### src/hdl/irq_vec_pkg.sv
// constants and carrier types of the reset and interrupt vectoring block
// assumes an APB master with 32-bit data and a core that reports vector loads and returns
package irq_vec_pkg;
   localparam int          NUM_SRC        = 12;
   localparam int          NUM_FLAG       = 7;
   localparam int          NUM_PERI       = 5;
   localparam int          ADDR_W         = 12;
   // vector addresses, one word each, lower is more urgent
   localparam logic [3:0]  VEC_RESET      = 4'h0;
   localparam logic [3:0]  VEC_EXT0       = 4'h1;
   localparam logic [3:0]  VEC_EXT1       = 4'h2;
   localparam logic [3:0]  VEC_CAPTURE    = 4'h3;
   localparam logic [3:0]  VEC_CMP_A      = 4'h4;
   localparam logic [3:0]  VEC_CMP_B      = 4'h5;
   localparam logic [3:0]  VEC_T1_OVF     = 4'h6;
   localparam logic [3:0]  VEC_T0_OVF     = 4'h7;
   localparam logic [3:0]  VEC_SPI        = 4'h8;
   localparam logic [3:0]  VEC_RX         = 4'h9;
   localparam logic [3:0]  VEC_UDRE       = 4'ha;
   localparam logic [3:0]  VEC_TX         = 4'hb;
   localparam logic [3:0]  VEC_COMP       = 4'hc;
   // source index is vector minus one
   localparam int          SRC_EXT0       = 0;
   localparam int          SRC_EXT1       = 1;
   localparam int          SRC_CAPTURE    = 2;
   localparam int          SRC_CMP_A      = 3;
   localparam int          SRC_CMP_B      = 4;
   localparam int          SRC_T1_OVF     = 5;
   localparam int          SRC_T0_OVF     = 6;
   // register indices, byte address is four times the index
   localparam logic [9:0]  IDX_PERI_MASK  = 10'h030;
   localparam logic [9:0]  IDX_TIMER_FLAG = 10'h038;
   localparam logic [9:0]  IDX_TIMER_MASK = 10'h039;
   localparam logic [9:0]  IDX_EXT_FLAGS  = 10'h03a;
   localparam logic [9:0]  IDX_GEN_MASK   = 10'h03b;
   localparam logic [9:0]  IDX_CTRL       = 10'h03f;
   // field positions
   localparam int          TB_T1_OVF      = 7;
   localparam int          TB_CMP_A       = 6;
   localparam int          TB_CMP_B       = 5;
   localparam int          TB_CAPTURE     = 3;
   localparam int          TB_T0_OVF      = 1;
   localparam logic [7:0]  TIMER_BITS     = 8'hea;
   localparam int          EB_EXT0        = 6;
   localparam int          EB_EXT1        = 7;
   localparam logic [7:0]  EXT_BITS       = 8'hc0;
   localparam logic [7:0]  PERI_BITS      = 8'h1f;
   localparam int          CB_LEVEL0      = 0;
   localparam int          CB_PWM         = 1;
   localparam int          CB_GIE         = 7;
   localparam logic [7:0]  CTRL_BITS      = 8'h83;
   localparam logic [7:0]  REG_RESET      = 8'h00;
   // timing
   localparam int          CLK_PERIOD_NS  = 10;
   localparam int          STARTUP_NS     = 16000;
   localparam int          WAIT_EXTRA     = 4;
   typedef struct packed {
      logic              psel;
      logic              penable;
      logic              pwrite;
      logic [ADDR_W-1:0] paddr;
      logic [31:0]       pwdata;
   } apb_req_type;
   typedef struct packed {
      logic        pready;
      logic [31:0] prdata;
      logic        pslverr;
   } apb_rsp_type;
   typedef struct packed {
      logic t1_rollover;
      logic t1_reverse_zero;
      logic cmp_a_match;
      logic cmp_b_match;
      logic capture_done;
      logic t0_overflow;
   } timer_evt_type;
   typedef enum logic [2:0] {
      SEQ_HOLD    = 3'b001,
      SEQ_TIMEOUT = 3'b010,
      SEQ_RUN     = 3'b100
   } seq_state_type;
endpackage

### src/hdl/irq_vectoring.sv
// reset sequencing, interrupt flags, masks and vector selection
// assumes timer events on pclk, external request pins and the reset pin asynchronous
`timescale 1ns/1ns
// Function
// - reset at vector 0, then twelve sources at vectors 1 to 12 in fixed order.
// - among enabled pending requests the lowest vector is served first.
// - a source is served only when its own enable and global enable are set.
// - low reset pin resets without clock; release runs the start-up timeout.
// - watchdog expiry gives a one-cycle reset pulse; timeout starts at its fall.
// - taking any interrupt clears the global enable.
// - return from interrupt sets the global enable again.
// - a lasting compare match or external request sets its flag only on the event edge.
// - loading a vector clears the flag that caused it.
// - external request zero flag sets on edge, clears on service, write one, level mode.
// - external flag register bits 5 to 0 read zero.
// - timer mask holds enables at bits 7,6,5,3,1; others read zero.
// - each timer source vectors when flag, mask enable and global enable set.
// - timer flag register holds flags at bits 7,6,5,3,1; reset zero.
// - timer flags clear on their vector or on a written one.
// - in pwm mode timer1 overflow flag sets on direction reversal at zero.
// - compare a and b flags set on their timer1 matches.
// - capture flag sets when a capture has been taken.
// - timer0 overflow sets its flag, gated like the other timer flags.
// - with wait states a vector load or return costs four extra cycles.
module irq_vectoring
   import irq_vec_pkg::*;
#(
   parameter int STARTUP_CYCLES = (STARTUP_NS + CLK_PERIOD_NS - 1) / CLK_PERIOD_NS
) (
   input  wire logic          pclk,
   input  wire logic          presetn,
   input  wire apb_req_type   apb_req,
   output      apb_rsp_type   apb_rsp,
   input  wire logic          ext_reset_n,
   input  wire logic          watchdog_expire,
   input  wire logic          ext_request_zero,
   input  wire logic          ext_request_one,
   input  wire timer_evt_type timer_evt,
   input  wire logic [4:0]    peri_pending,
   input  wire logic          vector_load,
   input  wire logic          return_from_irq,
   input  wire logic          wait_states_on,
   output      logic          irq_req_r,
   output      logic [3:0]    irq_vector_r,
   output      logic [4:0]    peri_ack_r,
   output      logic          gie_r,
   output      logic          core_reset_r,
   output      logic          core_stall_r
);

////////////////////////////////////////////////////////////////////////////////
// helpers

   function automatic logic [3:0] first_src(input logic [NUM_SRC-1:0] v);
      first_src = 4'hf;
      for (int i = NUM_SRC - 1; i >= 0; i--) begin
         if (v[i]) begin
            first_src = 4'(i);
         end
      end
   endfunction

   function automatic logic [NUM_SRC-1:0] below_mask(input logic [3:0] vec);
      below_mask = '0;
      for (int i = 0; i < NUM_SRC; i++) begin
         below_mask[i] = (4'(i) + 4'h1) < vec;
      end
   endfunction

////////////////////////////////////////////////////////////////////////////////
// reset sequencing

   localparam logic [15:0] TOUT_LAST = 16'(STARTUP_CYCLES - 1);

   logic          hard_rst_n;
   logic          rst_meta_r;
   logic          rst_sync_r;
   logic          wdt_pulse_r;
   logic [15:0]   tout_cnt_r;
   logic [15:0]   tout_cnt_nxt;
   seq_state_type seq_r;
   seq_state_type seq_nxt;
   logic          running;

   assign hard_rst_n = presetn & ext_reset_n;
   assign running    = (seq_r == SEQ_RUN);

   always_ff @(posedge pclk or negedge hard_rst_n) begin
      if (!hard_rst_n) begin
         rst_meta_r <= 1'b0;
         rst_sync_r <= 1'b0;
      end else begin
         rst_meta_r <= 1'b1;
         rst_sync_r <= rst_meta_r;
      end
   end

   always_comb begin
      seq_nxt      = seq_r;
      tout_cnt_nxt = tout_cnt_r;
      unique case (seq_r)
         SEQ_HOLD: begin
            tout_cnt_nxt = '0;
            if (rst_sync_r && !wdt_pulse_r) begin
               seq_nxt = SEQ_TIMEOUT;
            end
         end
         SEQ_TIMEOUT: begin
            tout_cnt_nxt = tout_cnt_r + 16'h0001;
            if (tout_cnt_r == TOUT_LAST) begin
               seq_nxt = SEQ_RUN;
            end
         end
         SEQ_RUN: begin
            tout_cnt_nxt = '0;
         end
         default: begin
            seq_nxt = SEQ_HOLD;
         end
      endcase
      if (watchdog_expire && !wdt_pulse_r) begin
         seq_nxt = SEQ_HOLD;
      end
   end

   always_ff @(posedge pclk or negedge hard_rst_n) begin
      if (!hard_rst_n) begin
         seq_r        <= SEQ_HOLD;
         tout_cnt_r   <= '0;
         wdt_pulse_r  <= 1'b0;
         core_reset_r <= 1'b1;
      end else begin
         seq_r        <= seq_nxt;
         tout_cnt_r   <= tout_cnt_nxt;
         wdt_pulse_r  <= watchdog_expire && !wdt_pulse_r;
         core_reset_r <= (seq_nxt != SEQ_RUN);
      end
   end

////////////////////////////////////////////////////////////////////////////////
// apb slave

   logic [9:0] idx;
   logic       aligned;
   logic       sel_tflag;
   logic       sel_tmask;
   logic       sel_eflag;
   logic       sel_gmask;
   logic       sel_pmask;
   logic       sel_ctrl;
   logic       mapped;
   logic       acc_first;
   logic       wr_done;
   logic [7:0] wdata;
   logic [7:0] rd_data;

   logic [7:0] tmask_r;
   logic [7:0] gmask_r;
   logic [7:0] pmask_r;
   logic [7:0] ctrl_r;
   logic [NUM_FLAG-1:0] flags_r;

   assign idx       = apb_req.paddr[ADDR_W-1:2];
   assign aligned   = (apb_req.paddr[1:0] == 2'b00);
   assign sel_tflag = aligned && (idx == IDX_TIMER_FLAG);
   assign sel_tmask = aligned && (idx == IDX_TIMER_MASK);
   assign sel_eflag = aligned && (idx == IDX_EXT_FLAGS);
   assign sel_gmask = aligned && (idx == IDX_GEN_MASK);
   assign sel_pmask = aligned && (idx == IDX_PERI_MASK);
   assign sel_ctrl  = aligned && (idx == IDX_CTRL);
   assign mapped    = sel_tflag | sel_tmask | sel_eflag | sel_gmask | sel_pmask | sel_ctrl;
   assign acc_first = apb_req.psel && apb_req.penable && !apb_rsp.pready;
   assign wr_done   = apb_req.psel && apb_req.penable && apb_rsp.pready && apb_req.pwrite && mapped;
   assign wdata     = apb_req.pwdata[7:0];

   assign rd_data = sel_tflag ? {flags_r[SRC_T1_OVF], flags_r[SRC_CMP_A], flags_r[SRC_CMP_B], 1'b0,
                                 flags_r[SRC_CAPTURE], 1'b0, flags_r[SRC_T0_OVF], 1'b0} :
                    sel_tmask ? (tmask_r & TIMER_BITS) :
                    sel_eflag ? {flags_r[SRC_EXT1], flags_r[SRC_EXT0], 6'h00} :
                    sel_gmask ? (gmask_r & EXT_BITS) :
                    sel_pmask ? (pmask_r & PERI_BITS) :
                    sel_ctrl  ? ({gie_r, ctrl_r[6:0]} & CTRL_BITS) : 8'h00;

   always_ff @(posedge pclk or negedge presetn) begin
      if (!presetn) begin
         apb_rsp <= '0;
      end else begin
         apb_rsp.pready  <= acc_first;
         apb_rsp.prdata  <= acc_first ? {24'h000000, rd_data} : 32'h00000000;
         apb_rsp.pslverr <= acc_first && !mapped;
      end
   end

   always_ff @(posedge pclk or negedge presetn) begin
      if (!presetn) begin
         tmask_r <= REG_RESET;
         gmask_r <= REG_RESET;
         pmask_r <= REG_RESET;
         ctrl_r  <= REG_RESET;
      end else if (!running) begin
         tmask_r <= REG_RESET;
         gmask_r <= REG_RESET;
         pmask_r <= REG_RESET;
         ctrl_r  <= REG_RESET;
      end else if (wr_done) begin
         tmask_r <= sel_tmask ? (wdata & TIMER_BITS) : tmask_r;
         gmask_r <= sel_gmask ? (wdata & EXT_BITS) : gmask_r;
         pmask_r <= sel_pmask ? (wdata & PERI_BITS) : pmask_r;
         ctrl_r  <= sel_ctrl ? (wdata & CTRL_BITS) : ctrl_r;
      end
   end

////////////////////////////////////////////////////////////////////////////////
// event capture

   logic [1:0] ext_meta_r;
   logic [1:0] ext_sync_r;
   logic [1:0] ext_prev_r;
   logic       cmp_a_prev_r;
   logic       cmp_b_prev_r;
   logic       level_mode;
   logic       pwm_mode;
   logic [NUM_FLAG-1:0] set_vec;
   logic [NUM_FLAG-1:0] w1c_vec;
   logic [NUM_FLAG-1:0] ack_vec;
   logic [NUM_FLAG-1:0] flags_nxt;
   logic [NUM_SRC-1:0]  ack_all;
   logic [3:0]          ack_src;

   assign level_mode = ctrl_r[CB_LEVEL0];
   assign pwm_mode   = ctrl_r[CB_PWM];

   always_ff @(posedge pclk or negedge presetn) begin
      if (!presetn) begin
         ext_meta_r   <= 2'b11;
         ext_sync_r   <= 2'b11;
         ext_prev_r   <= 2'b11;
         cmp_a_prev_r <= 1'b0;
         cmp_b_prev_r <= 1'b0;
      end else begin
         ext_meta_r   <= {ext_request_one, ext_request_zero};
         ext_sync_r   <= ext_meta_r;
         ext_prev_r   <= ext_sync_r;
         cmp_a_prev_r <= timer_evt.cmp_a_match;
         cmp_b_prev_r <= timer_evt.cmp_b_match;
      end
   end

   // falling edges trigger the external requests
   assign set_vec[SRC_EXT0]    = ext_prev_r[0] && !ext_sync_r[0] && !level_mode;
   assign set_vec[SRC_EXT1]    = ext_prev_r[1] && !ext_sync_r[1];
   assign set_vec[SRC_CAPTURE] = timer_evt.capture_done;
   assign set_vec[SRC_CMP_A]   = timer_evt.cmp_a_match && !cmp_a_prev_r;
   assign set_vec[SRC_CMP_B]   = timer_evt.cmp_b_match && !cmp_b_prev_r;
   assign set_vec[SRC_T1_OVF]  = pwm_mode ? timer_evt.t1_reverse_zero : timer_evt.t1_rollover;
   assign set_vec[SRC_T0_OVF]  = timer_evt.t0_overflow;

   // only written ones clear, zeros
   assign w1c_vec[SRC_EXT0]    = wr_done && sel_eflag && wdata[EB_EXT0];
   assign w1c_vec[SRC_EXT1]    = wr_done && sel_eflag && wdata[EB_EXT1];
   assign w1c_vec[SRC_CAPTURE] = wr_done && sel_tflag && wdata[TB_CAPTURE];
   assign w1c_vec[SRC_CMP_A]   = wr_done && sel_tflag && wdata[TB_CMP_A];
   assign w1c_vec[SRC_CMP_B]   = wr_done && sel_tflag && wdata[TB_CMP_B];
   assign w1c_vec[SRC_T1_OVF]  = wr_done && sel_tflag && wdata[TB_T1_OVF];
   assign w1c_vec[SRC_T0_OVF]  = wr_done && sel_tflag && wdata[TB_T0_OVF];

   assign ack_src   = irq_vector_r - 4'h1;
   assign ack_all   = (vector_load && irq_vector_r != VEC_RESET) ? 12'(12'h001 << ack_src) : 12'h000;
   assign ack_vec   = ack_all[NUM_FLAG-1:0];
   // a new event wins over a clear in the same cycle
   assign flags_nxt = (set_vec | (flags_r & ~(w1c_vec | ack_vec))) &
                      ~(level_mode ? 7'h01 : 7'h00);

   always_ff @(posedge pclk or negedge presetn) begin
      if (!presetn) begin
         flags_r <= '0;
      end else if (!running) begin
         flags_r <= '0;
      end else begin
         flags_r <= flags_nxt;
      end
   end

////////////////////////////////////////////////////////////////////////////////
// selection and global enable

   logic [NUM_SRC-1:0] en_vec;
   logic [NUM_SRC-1:0] pend_vec;
   logic [NUM_SRC-1:0] req_vec;
   logic [3:0]         win_src;
   logic               any_req;
   logic               gie_nxt;
   logic [2:0]         stall_cnt_r;
   logic               xfer;

   assign en_vec   = {pmask_r[4:0], tmask_r[TB_T0_OVF], tmask_r[TB_T1_OVF], tmask_r[TB_CMP_B],
                      tmask_r[TB_CMP_A], tmask_r[TB_CAPTURE], gmask_r[EB_EXT1], gmask_r[EB_EXT0]};
   assign pend_vec = {peri_pending, flags_r[NUM_FLAG-1:1],
                      level_mode ? !ext_sync_r[0] : flags_r[SRC_EXT0]};
   assign req_vec  = pend_vec & en_vec;
   assign win_src  = first_src(req_vec);
   assign any_req  = (|req_vec) && gie_r && running;
   assign xfer     = (vector_load || return_from_irq) && wait_states_on;

   // taking a vector beats a return; software may set it inside a handler
   assign gie_nxt = vector_load ? 1'b0 :
                    return_from_irq ? 1'b1 :
                    (wr_done && sel_ctrl) ? wdata[CB_GIE] : gie_r;

   always_ff @(posedge pclk or negedge presetn) begin
      if (!presetn) begin
         gie_r        <= 1'b0;
         irq_req_r    <= 1'b0;
         irq_vector_r <= VEC_RESET;
         peri_ack_r   <= '0;
         stall_cnt_r  <= '0;
         core_stall_r <= 1'b0;
      end else begin
         gie_r        <= running ? gie_nxt : 1'b0;
         irq_req_r    <= any_req && !vector_load;
         irq_vector_r <= any_req ? (win_src + 4'h1) : VEC_RESET;
         peri_ack_r   <= ack_all[NUM_SRC-1:NUM_FLAG];
         stall_cnt_r  <= xfer ? 3'(WAIT_EXTRA) : (stall_cnt_r != 3'd0 ? stall_cnt_r - 3'd1 : 3'd0);
         core_stall_r <= xfer || (stall_cnt_r > 3'd1);
      end
   end

////////////////////////////////////////////////////////////////////////////////
// checks

   prio_lowest_a: assert property (@(posedge pclk) disable iff (!presetn)
      irq_req_r |-> (($past(req_vec) & below_mask(irq_vector_r)) == 12'h000))
      else $error("a more urgent request was passed over");
   gate_global_a: assert property (@(posedge pclk) disable iff (!presetn)
      irq_req_r |-> $past(gie_r) && (($past(req_vec) & (12'h001 << (irq_vector_r - 4'h1))) != 12'h000))
      else $error("request raised without both enables");
   vec_range_a: assert property (@(posedge pclk) disable iff (!presetn)
      irq_req_r |-> (irq_vector_r >= VEC_EXT0) && (irq_vector_r <= VEC_COMP))
      else $error("vector outside the table");
   gie_clear_a: assert property (@(posedge pclk) disable iff (!presetn)
      vector_load |=> !gie_r && !irq_req_r)
      else $error("global enable not cleared on vector load");
   gie_return_a: assert property (@(posedge pclk) disable iff (!presetn)
      return_from_irq && !vector_load && running && $past(running) |=> gie_r)
      else $error("global enable not set on return");
   flag_ack_a: assert property (@(posedge pclk) disable iff (!presetn)
      vector_load && irq_vector_r == VEC_T0_OVF && !timer_evt.t0_overflow |=> !flags_r[SRC_T0_OVF])
      else $error("served flag not cleared");
   w1c_clear_a: assert property (@(posedge pclk) disable iff (!presetn)
      wr_done && sel_tflag && wdata[TB_T1_OVF] && !set_vec[SRC_T1_OVF] |=> !flags_r[SRC_T1_OVF])
      else $error("written one did not clear flag");
   w0_keep_a: assert property (@(posedge pclk) disable iff (!presetn)
      running && wr_done && sel_tflag && !wdata[TB_CMP_A] && !vector_load && flags_r[SRC_CMP_A]
      |=> flags_r[SRC_CMP_A])
      else $error("written zero disturbed a flag");
   cmp_edge_a: assert property (@(posedge pclk) disable iff (!presetn)
      $rose(flags_r[SRC_CMP_A]) |-> $past(timer_evt.cmp_a_match && !cmp_a_prev_r))
      else $error("compare flag set without a new match");
   level_hold_a: assert property (@(posedge pclk) disable iff (!presetn)
      level_mode |=> !flags_r[SRC_EXT0])
      else $error("external flag set in level mode");
   pwm_ovf_a: assert property (@(posedge pclk) disable iff (!presetn)
      running && pwm_mode && !timer_evt.t1_reverse_zero && !flags_r[SRC_T1_OVF] |=> !flags_r[SRC_T1_OVF])
      else $error("pwm overflow flag set without reversal");
   wdt_pulse_a: assert property (@(posedge pclk) disable iff (!hard_rst_n)
      $fell(wdt_pulse_r) && !watchdog_expire |-> !$past(wdt_pulse_r, 2) ##1 seq_r == SEQ_TIMEOUT)
      else $error("watchdog pulse not one cycle or timeout not started");
   startup_len_a: assert property (@(posedge pclk) disable iff (!hard_rst_n)
      running && $past(seq_r) == SEQ_TIMEOUT |-> $past(tout_cnt_r) == TOUT_LAST)
      else $error("start-up timeout length wrong");
   wait_extra_a: assert property (@(posedge pclk) disable iff (!presetn)
      xfer |=> core_stall_r [*4])
      else $error("extra wait cycles missing");
endmodule

### config.mk
export PLATFORM = sky130hd
export DESIGN_NAME = irq_vectoring
export DESIGN_NICKNAME = d
export VERILOG_FILES = /design/src/hdl/irq_vec_pkg.sv /design/src/hdl/irq_vectoring.sv
export SDC_FILE = /design/constraint.sdc
export NUM_CORES = 1
export LEC_CHECK = 0
export ABC_AREA = 0
export BUFFER_PORTS_ARGS = -buffer_cell sky130_fd_sc_hd__buf_2
export CAP_MARGIN = 25
export CORE_MARGIN = 1
export CORE_UTILIZATION = 52
export DETAILED_ROUTE_END_ITERATION = 12
export GPL_TIMING_DRIVEN = 0
export PLACE_DENSITY = 0.8
export SLEW_MARGIN = 20
export SYNTH_ARGS = -nofsm -noshare
export SYNTH_HDL_FRONTEND = slang
export SYNTH_SLANG_ARGS = --single-unit
### constraint.sdc
create_clock -name pclk -period 2.6 [get_ports pclk]
set_clock_uncertainty 0.05 [all_clocks]
set_input_delay 0.39 -clock pclk [delete_from_list [all_inputs] [get_ports pclk]]
set_output_delay 0.39 -clock pclk [all_outputs]
set_load 0.05 [all_outputs]
After elaboration in Yosys (flattened, before gate mapping)
Cells that the tools add are included.
{"block": "op_classes", "add_sub_neg": 4, "n_mul": 0, "div": 0, "order_cmp": 1, "eq_ne": 17, "shift": 1, "n_mux": 48, "bitwise": 13, "reduce_logical": 55}
{"op": "8-bit two-way mux", "n": 13}
{"op": "10-bit by 6-bit equality test with 1-bit output, second input constant", "n": 6}
{"op": "4-bit two-way mux", "n": 12}
{"op": "1-bit logical AND", "n": 34}
{"op": "16-bit case mux with 2 select lines", "n": 1}
{"op": "3-bit two-way mux", "n": 6}
{"op": "16-bit by 1-bit adder with 16-bit output, second input constant", "n": 1}
{"op": "16-bit by 11-bit equality test with 1-bit output, second input constant", "n": 1}
{"op": "5-bit two-way mux", "n": 3}
{"op": "7-bit AND", "n": 2}
{"op": "7-bit OR", "n": 2}
{"op": "12-bit AND", "n": 1}
{"op": "12-bit two-way mux", "n": 1}
{"op": "12-bit OR reduction", "n": 1}
{"op": "1-bit by 4-bit << shifter with 12-bit output, first input constant", "n": 1}
{"op": "2-bit by 1-bit != test with 1-bit output, second input constant", "n": 5}
{"op": "1-bit logical NOT", "n": 9}
{"op": "3-bit case mux with 3 select lines", "n": 1}
{"op": "2-bit AND reduction", "n": 4}
{"op": "1-bit two-way mux", "n": 7}
{"op": "7-bit two-way mux", "n": 1}
{"op": "1-bit NOT with 7-bit output", "n": 1}
{"op": "7-bit NOT", "n": 1}
{"op": "2-bit two-way mux", "n": 3}
{"op": "other kinds (17)", "n": 22}
{"block": "totals", "register_bits": 86, "latchBits": 0, "ramBits": 0, "mem_bits_ro": 0, "input_bits": 67, "output_inout_bits": 47, "wordCells": 164, "memories": 0}

Logic depth before layout (Yosys ltp)
Gate-level depths: netlist of the first run.
{"block": "depth", "ltp_word": 17, "mapped_depth": 8, "ltp_nobuf": 8}

Worst setup path after synthesis of the first run
Ideal clock, no wire load.
{"block": "synth_timing", "path_type": "register to register", "startpoint": "register apb_rsp[33] (netlist bit)", "endpoint": "register tmask_r[5]", "setup_ps": 118, "arrival_time_ps": 1836, "required_time_ps": 2432, "path_slack_ps": 596, "path_stages_with_launch": 7, "n_path_buf": 1, "synth_period_minus_slack_ps": 2004, "path_cell_list": "dfrtp_1 and4_1 nand3_2 or4b_1 buf_6 mux2i_1 nor2_1"}
{"block": "synth_via", "elab_chain_len": 5}
{"element": "start, declared", "line_no": "irq_vectoring.sv:33", "text": "output apb_rsp_type apb_rsp,"}
{"element": "1-bit logical AND (3 in series)", "line_no": "irq_vectoring.sv:173", "text": "assign wr_done = apb_req.psel && apb_req.penable && apb_rsp.pready && apb_req.pwrite && mapped;"}
{"element": "2-bit by 1-bit != test with 1-bit output (no line)"}
{"element": "2-bit AND reduction (no line)"}
{"element": "end signal, assigned", "line_no": "irq_vectoring.sv:206", "text": "tmask_r <= sel_tmask ? (wdata & TIMER_BITS) : tmask_r;"}
{"element": "end, declared", "line_no": "irq_vectoring.sv:157", "text": "logic [7:0] tmask_r;"}
Every way passes these cells.
A chain may end at the register's enable or synchronous reset.

Final worst setup path of the first run
{"block": "layout_timing", "startpoint": "register seq_r[2]", "endpoint": "register tout_cnt_r[14]"}
{"block": "layout_via", "elab_chain_len": 3, "elab_cells_between_ends": 6, "cone_classes": "3 x eq/ne; 1 x mux; 2 x reduce/logical"}
{"element": "start, declared", "line_no": "irq_vectoring.sv:81", "text": "seq_state_type seq_r;"}
{"element": "start signal, assigned", "line_no": "irq_vectoring.sv:133", "text": "seq_r <= seq_nxt;"}
{"element": "3-bit equality test or 3-bit by 1-bit equality test with 1-bit output (tied branches)", "line_no": "irq_vectoring.sv:101", "text": "unique case (seq_r)"}
{"element": "2-bit OR reduction (no line)"}
{"element": "16-bit case mux with 2 select lines or 2-bit nonzero test (tied branches)"}
{"element": "end signal, assigned", "line_no": "irq_vectoring.sv:134", "text": "tout_cnt_r <= tout_cnt_nxt;"}
{"element": "end, declared", "line_no": "irq_vectoring.sv:79", "text": "logic [15:0] tout_cnt_r;"}
Several ways; a longest one is shown, not always the timed one.

==> impl_metrics.json, run 1 <==
{
  "crit_path_max_fanout": 9,
  "port_buffers": 65,
  "pwr-share-comb_pct": 12.4,
  "cts_tree": "built",
  "outcome": "complete, no violations",
  "syn2layout_area_growth_pct": 19.6,
  "pre_cts_ws_ps": 398,
  "hold_class": "in2async",
  "cp_top_family": "simple AND/OR/NAND/NOR gates",
  "seq_area_frac_synth_pct": 50.3,
  "leakage_nw": 2.19,
  "clockPowerShare_pct": 38.2,
  "ctsHoldBuffers": 0,
  "numCtsBuffers": 9,
  "async_flop_share_pct": 100,
  "cp.arrival_ps": 2270,
  "postCtsSetupRepairBufs": 0,
  "core_um2": 7210,
  "final_area_um2": 4600,
  "final_cell_mix": "dfrtp_1, buf_2, nor2_1, nand2_1, buf_4",
  "grt_usage_pct": 22.3,
  "grt_max_degree": 56,
  "routed_wirelength_um": 8170,
  "timing.critical_path.slowest_stage_cell": "nor3_1",
  "peakVddDrop_mv": 0.365,
  "clockBufferDepth": 2,
  "cp_cell_sequence": "buf_6 > maj3_2 > nor3_1 > nand4_1 > xnor2_1 > nor2_1",
  "synthTopCellsByArea": "dfrtp_1, dfstp_2, buf_4, nor2_1, nand2_1",
  "synth_cell_types": 59,
  "num_vias": 3081,
  "path_class": "reg2reg",
  "p_seq_share_pct": 49.4,
  "crit_path_end_kind": "flip-flop",
  "clk_pin_slew_ps": 80,
  "internal_power_w": 0.00187,
  "grt-ovfl-total": 0,
  "timing.final.ws_setup_ps": 505,
  "avgViaCountPerCell": 5.22,
  "dp_hpwl_um": 5990,
  "synth_seq_cells": 77,
  "sw_frac_of_total_pct": 26.9,
  "maxSlewHeadroom_pct": 48.8,
  "finalCritPeriodShare_pct": 80.6,
  "antenna_found_initial": 0,
  "drive_gt1_share_pct": 27.9,
  "ant_nets": 0,
  "start_util_pct": 53.4,
  "yosys.area.top_type": "dfrtp_1",
  "cp_slowest_stage_delay_ps": 580,
  "period_needed_ps": 2090,
  "synth_top_area_share_pct": 44.8,
  "p_switching_w": 0.000689,
  "cts_resized": 0,
  "setup_viol": 0,
  "cap_violations": 0,
  "grt_pass1_wl_um": 12900,
  "rsz0062_at_grt": "false",
  "final_common_cell": "dfrtp_1",
  "worst_slew_pin_slew_ps": 758,
  "tns_ps": 0,
  "syn-cell-area_um2": 3850,
  "cts.sinks": 77,
  "die_h_um": 88.0,
  "slew_viol_final": 0,
  "cp.required_ps": 2780,
  "firstDrtPassIters": 5,
  "n_antenna_cell": 0,
  "cts_root_buf": "clkbuf_8",
  "globalplace.congestion": 0.955,
  "pin_count": 114,
  "clock.fmax_mhz": 477,
  "rows": 31,
  "die-area_um2": 7750,
  "cp-start-kind": "flip-flop",
  "synth-edff-count": 0,
  "synth.avg_cell_area_um2": 9.95,
  "first_global_vias": 2897,
  "insertion_delay_ps": 350,
  "timing.critical_path.buf_inv": 1,
  "drt_iter0_drc": 161,
  "dpl_cell_area_um2": 4390,
  "finalHoldViolations": 0,
  "ys_warn_count": 0,
  "drc": 0,
  "power.density_nw_per_um2": 557,
  "die_width_um": 88.0,
  "dominantRegCellSynth": "dfrtp_1",
  "holdWs_ps": 9.29,
  "nets": 557,
  "h-tree-depth": 3,
  "syn_inst": 387,
  "wl_per_cell_um": 13.8
}
-- power by group through the flow --
stage / Clock, W / Combinational [W] / Sequential [W]
floorplan: 0 / 0.000202 / 0.00131
global placement: 0 / 0.000311 / 0.00129
detailed placement: 0 / 0.000319 / 0.00129
CTS: 0.000998 / 0.000321 / 0.00127
global route: 0.00105 / 0.000353 / 0.00127
finish: 0.000979 / 0.000319 / 0.00127
-- synthesized netlist by cell type, drive strengths merged (8+ instances only) --
master and instances:
a21oi 14, nand3 14, dfstp 8, inv 12, dfrtp 69, o21ai 22, and2 8, nand2 36
nor3 18, nor2 40, buf 30, mux2i 12, nand4 9
-- layer usage --
metal | track usage (%) | up-vias | part of all wire (%)
met2 | 37.7 | 102 | 50
met3 | 6.41 | 29 | 5.4
met5 | 0 | - | 0
met4 | 12.2 | 0 | 3.9
met1 | 25.6 | 1436 | 41
li1 | - | 1514 | -
-- layout make-up --
class                   instances  area (um2)
clock buffers                   9         124
multi-input cells             285        1710
clock inverters                 7        90.1
inverters                      12        45.0
fillers                       620        2610
well taps                      99         124
plain buffers                  36         246
flip-flops and latches         77        1940
repair buffers                 65         328
-- cell families (layout without fill, tap and decap cells) --
logic type / Yosys count / count (layout) / share of synthesized area, %
fa+ha+maj: 5 / 5 / 1.59
mux: 14 / 14 / 4.00
compound gates: 68 / 68 / 11.3
xor+xnor: 12 / 12 / 2.73
flops: 77 / 77 / 50.3
simple gates: 161 / 161 / 22.3
buf+inv: 48 / 129 / 7.57
other cells: 2 / 25 / 0.195
-- sequential cells by signal, summed over array words and instances, names as in the netlist, 2 cells and up --
name and flops:
apb_rsp 10, ctrl_r 2, ext_meta_r 2, ext_prev_r 2, ext_sync_r 2, flags_r 7
gmask_r 2, irq_vector_r 4, peri_ack_r 5, pmask_r 5, seq_r 3, stall_cnt_r 3
tmask_r 5, tout_cnt_r 16
-- per-stage QoR --
stage	util [%]	instances	total power [W]
global route	63.8	590	0.00267
CTS	63.8	590	0.00258
finish	63.8	590	0.00256
floorplan	-	410	0.00151
detailed placement	60.8	574	0.00161
global placement	60.8	574	0.00160
-- final timing paths --
kind                             endpoint  slack, ps            start  cells past startpoint
setup / recovery           tout_cnt_r[14]        510         seq_r[2]                      6
hold / removal                 apb_rsp[2]          9          presetn                      1
setup reg to reg           tout_cnt_r[14]        510         seq_r[2]                      6
hold reg to reg             ext_sync_r[0]        300    ext_meta_r[0]                      0
max in group asynchronous    core_reset_r       1440          presetn                      2
min in group pclk           ext_meta_r[1]         80  ext_request_one                      1
(Power assumes the default switching activity.)
==> run 2, diff against run 1 <==
- CORE_UTILIZATION: 52 -> 47
- PLACE_DENSITY: 0.8 -> 0.77
- clock period: 2.6 -> 1.7 ns (I/O delays scaled with it)
==> run 2 against run 1 <==
The flow now finishes with violations (hold timing, setup timing). Clock-buffer cell count grew 2. Global-route usage shrank 0.71 points. Sequential share of layout area shrank 2.5 points. Non-clock buffer count grew 20. Flip-flop and latch count is the same. Via count grew 6.5%. Maximum frequency grew 16%. Largest cell class unchanged. Highest routed layer unchanged. Combinational power grew 67%.
==> impl_metrics.json, run 2 (synthesis gave the netlist of run 1 again) <==
{
  "outcome": "finished, violations left",
  "violations": "hold timing, setup timing",
  "slew_viol_final": 0,
  "port_buffers": 65,
  "pin_count": 114,
  "worst_slew_pin_slew_ps": 667,
  "clk_pin_slew_ps": 80,
  "die_h_um": 92.5,
  "nets": 577,
  "cts.sinks": 77,
  "regMostFlops": "tout_cnt_r",
  "final_area_um2": 4900,
  "seq_area_um2": 1940,
  "setup_viol": 8,
  "start_util_pct": 49.3,
  "worst_r2r_path_depth": 6,
  "final_common_cell": "dfrtp_1",
  "grt_max_degree": 56,
  "leakage_nw": 2.37,
  "r2r_end": "tout_cnt_r[11]",
  "holdWs_ps": -103,
  "die_width_um": 92.5,
  "h-tree-depth": 3,
  "cts_tree": "built",
  "grt-ovfl-total": 0,
  "syn2layout_area_growth_pct": 27.2,
  "dp_hpwl_um": 6370,
  "ant_nets": 0,
  "wl_per_cell_um": 15.1,
  "peakVddDrop_mv": 0.465,
  "drc": 0,
  "die-area_um2": 8560,
  "n_fill_cell": 659,
  "final_cell_mix": "dfrtp_1, buf_2, buf_4, nor2_1, nand2_1",
  "finalCritPeriodShare_pct": 106,
  "ctsHoldBuffers": 4,
  "grt_usage_pct": 21.6,
  "rsz0062_at_grt": "true",
  "timing.final.ws_setup_ps": -107,
  "largest_register_ffs": 16,
  "cp_cell_sequence": "maj3_2 > or3_4 > buf_6 > nor3_4 > xnor2_1 > nor2_1",
  "clockBufferDepth": 2,
  "numCtsBuffers": 9,
  "post-route-util_pct": 62.7,
  "tns_ps": -433,
  "drive_gt1_share_pct": 35.0,
  "power.density_nw_per_um2": 752,
  "finalHoldViolations": 69,
  "cp_slowest_stage_delay_ps": 400,
  "n_antenna_cell": 0,
  "path_class": "reg2reg",
  "grt_pass1_wl_um": 14400,
  "routed_wirelength_um": 9260,
  "multi_input_area_um2": 1870,
  "r2r_setup_slack_ps": -110,
  "maxSlewHeadroom_pct": 55.5,
  "top_regs": "tout_cnt_r (16), apb_rsp (10), flags_r (7)",
  "cp.arrival_ps": 2000,
  "timing.critical_path.slowest_stage_cell": "dfrtp_1",
  "period_needed_ps": 1810,
  "firstDrtPassIters": 5,
  "clock.fmax_mhz": 553,
  "r2r_start": "seq_r[1]",
  "first_global_vias": 3083,
  "globalplace.congestion": 0.935,
  "antenna_found_initial": 0,
  "core_um2": 7810,
  "dpl_cell_area_um2": 4410,
  "num_vias": 3281,
  "insertion_delay_ps": 350,
  "rows": 32,
  "cap_violations": 0,
  "drt_iter0_drc": 207,
  "crit_path_max_fanout": 5,
  "cp.required_ps": 1890,
  "cts_root_buf": "clkbuf_8",
  "hold_class": "in2async",
  "finalPower_w": 0.00369,
  "cp-start-kind": "flip-flop",
  "avgViaCountPerCell": 5.35,
  "crit_path_end_kind": "flip-flop"
}
-- run 2: cell types whose count changed in the layout (fill, tap and decap cells not counted), sizes merged, moves of 2 or more --
cell / before / now
buf: 95 / 111
clkinvlp: 2 / 0
bufinv: 2 / 0
clkbuf: 15 / 17
dlygate4sd3: 0 / 4
-- run 2: how the worst max path moves through the flow --
stage                 from              to  slack [ps]  cells past startpoint
2_1_floorplan  apb_rsp[33]      tmask_r[5]        -150                      6
3_3_place_gp       presetn   tout_cnt_r[1]        -570                      2
3_5_place_dp   apb_req[43]      flags_r[4]        -420                      6
4_1_cts           seq_r[2]   tout_cnt_r[9]        -110                      5
5_1_grt           seq_r[1]  tout_cnt_r[11]        -160                      6
6_report          seq_r[1]  tout_cnt_r[11]        -110                      6
-- run 2: final cells by class --
type | instances | area share (%)
flip-flops and latches | 77 | 39.6
clock buffers | 11 | 2.68
plain buffers | 34 | 5.01
repair buffers | 87 | 10.3
clock inverters | 5 | 0.741
well taps | 102 | 2.61
inverters | 12 | 0.920
multi-input cells | 285 | 38.1
-- run 2: routing by layer --
layer	up-vias	track usage, %	wire (um)
met2	121	36.5	4760
met3	19	4.19	541
met5	-	0	0
met4	0	8.46	192
met1	1586	27.2	3760
li1	1555	-	-
-- run 2: what timing repair did --
action | 4_1_cts | 5_1_grt
endpoints found under the setup margin | 29 | 30
setup buffers | 11 | 7
gates resized for setup | 19 | 23
pin swaps | 11 | 15
hold endpoints to repair | 52 | 48
-- run 2: through the flow --
stage | worst slack, ps | std cells
6_report | -107 | 613
5_1_grt | -162 | 613
4_1_cts | -110 | 607
3_5_place_dp | -424 | 577
3_3_place_gp | -572 | 577
2_1_floorplan | -150 | 410
-- run 2: report_power, final --
part | total, W | internal [W] | switching [W]
clock | 0.00121 | 0.000536 | 0.000678
sequential | 0.00194 | 0.00190 | 0.0000397
combinational | 0.000532 | 0.000175 | 0.000357
-- run 2: critical path: cells and delay by family, from the launching register on --
family / cells / cell delay, ps
AND/OR/NAND/NOR: 3 / 610
flip-flops: 1 / 400
adder cells (fa/ha/maj): 1 / 350
XOR/XNOR: 1 / 150
buffers and inverters: 1 / 140
==> run 3, diff against run 2 <==
- CAP_MARGIN: 25 -> default
- CELL_PAD_IN_SITES_DETAIL_PLACEMENT: default -> 2
- CELL_PAD_IN_SITES_GLOBAL_PLACEMENT: default -> 2
- CORE_UTILIZATION: 47 -> 28
- PLACE_DENSITY: 0.77 -> default
- PLACE_DENSITY_LB_ADDON: default -> 0.1
==> run 3 against run 2 <==
The run still ends with hold timing, setup timing left. Sequential power barely moved. Die area increased by 66%. Clock-buffer cell count decreased by 1. Total power rose by 24%. Via count shrank 0.21%. Register-to-register slack gained 60 ps. Sequential share of layout area fell by 1.9 points. Non-clock buffer count shrank 5. Utilization shrank 24 points. Global-route usage fell by 4.6 points. Critical endpoint is now tout_cnt_r[9]. Highest routed layer is now met5.
==> impl_metrics.json, run 3 (synthesis gave the netlist of run 1 again) <==
{
  "ctsHoldBuffers": 4,
  "drc": 0,
  "worst_r2r_path_depth": 4,
  "critical_path.most_common_cell": "or3_4",
  "final_common_cell": "dfrtp_1",
  "cp.required_ps": 1930,
  "grt_pass1_wl_um": 18500,
  "timing.critical_path.buf_inv": 0,
  "pin_count": 114,
  "cp_top_family": "simple AND/OR/NAND/NOR gates",
  "startpoint": "seq_r[0]",
  "rsz0062_at_grt": "true",
  "h-tree-depth": 3,
  "crit_path_end_kind": "flip-flop",
  "avgViaCountPerCell": 4.80,
  "n_antenna_cell": 0,
  "r2r_setup_slack_ps": -50,
  "cp_slowest_stage_delay_ps": 400,
  "ant_nets": 0,
  "final_area_um2": 5140,
  "drive_gt1_share_pct": 36.6,
  "cp-start-kind": "flip-flop",
  "clk_pin_slew_ps": 60,
  "dpl_cell_area_um2": 4500,
  "hold_class": "in2async",
  "pre_cts_ws_ps": -502,
  "cts_root_buf": "clkbuf_16",
  "r2r_start": "seq_r[0]",
  "violations": "hold timing, setup timing",
  "num_vias": 3274,
  "cap_violations": 0,
  "grt_usage_pct": 17.0,
  "largest_register_ffs": 16,
  "worst_slew_pin_slew_ps": 715,
  "nets": 572,
  "leakage_nw": 2.40,
  "antenna_found_initial": 1,
  "die_width_um": 119,
  "timing.final.ws_setup_ps": -46.1,
  "globalplace.congestion": 0.774,
  "dp_hpwl_um": 8230,
  "cp_cell_sequence": "maj3_4 > or3_4 > or3_4 > a21oi_2",
  "finalHoldViolations": 69,
  "power.density_nw_per_um2": 890,
  "core_um2": 13300,
  "insertion_delay_ps": 350,
  "drt_iter0_drc": 73,
  "r2r_end": "tout_cnt_r[9]",
  "wl_per_cell_um": 16.4,
  "start_util_pct": 28.8,
  "crit_path_max_fanout": 5,
  "holdWs_ps": -102,
  "cp.arrival_ps": 1970,
  "top_regs": "tout_cnt_r (16), apb_rsp (10), flags_r (7)",
  "period_needed_ps": 1750,
  "maxSlewHeadroom_pct": 52.3,
  "regMostFlops": "tout_cnt_r",
  "timing.critical_path.slowest_stage_cell": "or3_4",
  "setup_viol": 2,
  "die_h_um": 119,
  "routed_wirelength_um": 11200,
  "path_class": "reg2reg",
  "clockBufferDepth": 2,
  "numCtsBuffers": 9,
  "outcome": "finished, violations left",
  "rows": 42,
  "first_global_vias": 3572,
  "grt-ovfl-total": 0,
  "finalCritPeriodShare_pct": 103,
  "clock.fmax_mhz": 573,
  "die-area_um2": 14200,
  "syn2layout_area_growth_pct": 33.6,
  "final_cell_mix": "dfrtp_1, buf_2, buf_4, nor2_1, nand2_1",
  "tns_ps": -51.0,
  "cts_tree": "built",
  "peakVddDrop_mv": 0.695,
  "port_buffers": 65,
  "slew_viol_final": 0,
  "cts.sinks": 77,
  "firstDrtPassIters": 4,
  "grt_max_degree": 56
}
-- run 3: final cells by class --
| class | count | area (um2) |
|---|---|---|
| clock buffers | 10 | 239 |
| fillers | 1488 | 8200 |
| flip-flops and latches | 77 | 1940 |
| clock inverters | 6 | 86.3 |
| plain buffers | 33 | 238 |
| inverters | 12 | 45.0 |
| repair buffers | 83 | 480 |
| multi-input cells | 285 | 1900 |
| well taps | 176 | 220 |
-- run 3: metal layers --
| metal | track usage, % | vias up | share of wire [%] |
|---|---|---|---|
| met5 | 0 | - | 0.071 |
| met4 | 6.80 | 2 | 2.0 |
| met3 | 4.36 | 16 | 4.1 |
| met1 | 19.3 | 1649 | 42 |
| li1 | - | 1546 | - |
| met2 | 30.2 | 61 | 52 |
-- run 3: worst max path at each step --
stage                               end  cells after the start
final                     tout_cnt_r[9]                      4
after global routing      tout_cnt_r[9]                      4
after CTS                 tout_cnt_r[9]                      5
after detailed placement     flags_r[4]                      6
after global placement       rst_sync_r                      2
after floorplan              tmask_r[5]                      6
-- run 3: timing repair --
item                                   4_1_cts  5_1_grt
pin swaps                                   14        9
gates resized for setup                     23       29
endpoints found under the hold margin       52       48
setup endpoints to repair                   34       36
setup buffers                               10        4
-- run 3: stage by stage --
stage               cells  utilization [%]  hold WS, ps  total power (W)
floorplan             410                -        -90.6          0.00231
global placement      651             33.7          286          0.00246
detailed placement    651             33.7          289          0.00248
CTS                   680             37.6        -56.1          0.00464
global route          682             38.5        -52.1          0.00477
finish                682             38.5         -102          0.00458
-- run 3: power by group --
part	switching (W)	internal [W]
Sequential	0.0000414	0.00190
Clock	0.000781	0.00132
Combinational	0.000363	0.000171
-- run 3: worst register-to-register path: stages, from the launching register on --
cell and delay [ps]:
dfstp_2 390, maj3_4 380, or3_4 400, or3_4 350, a21oi_2 110
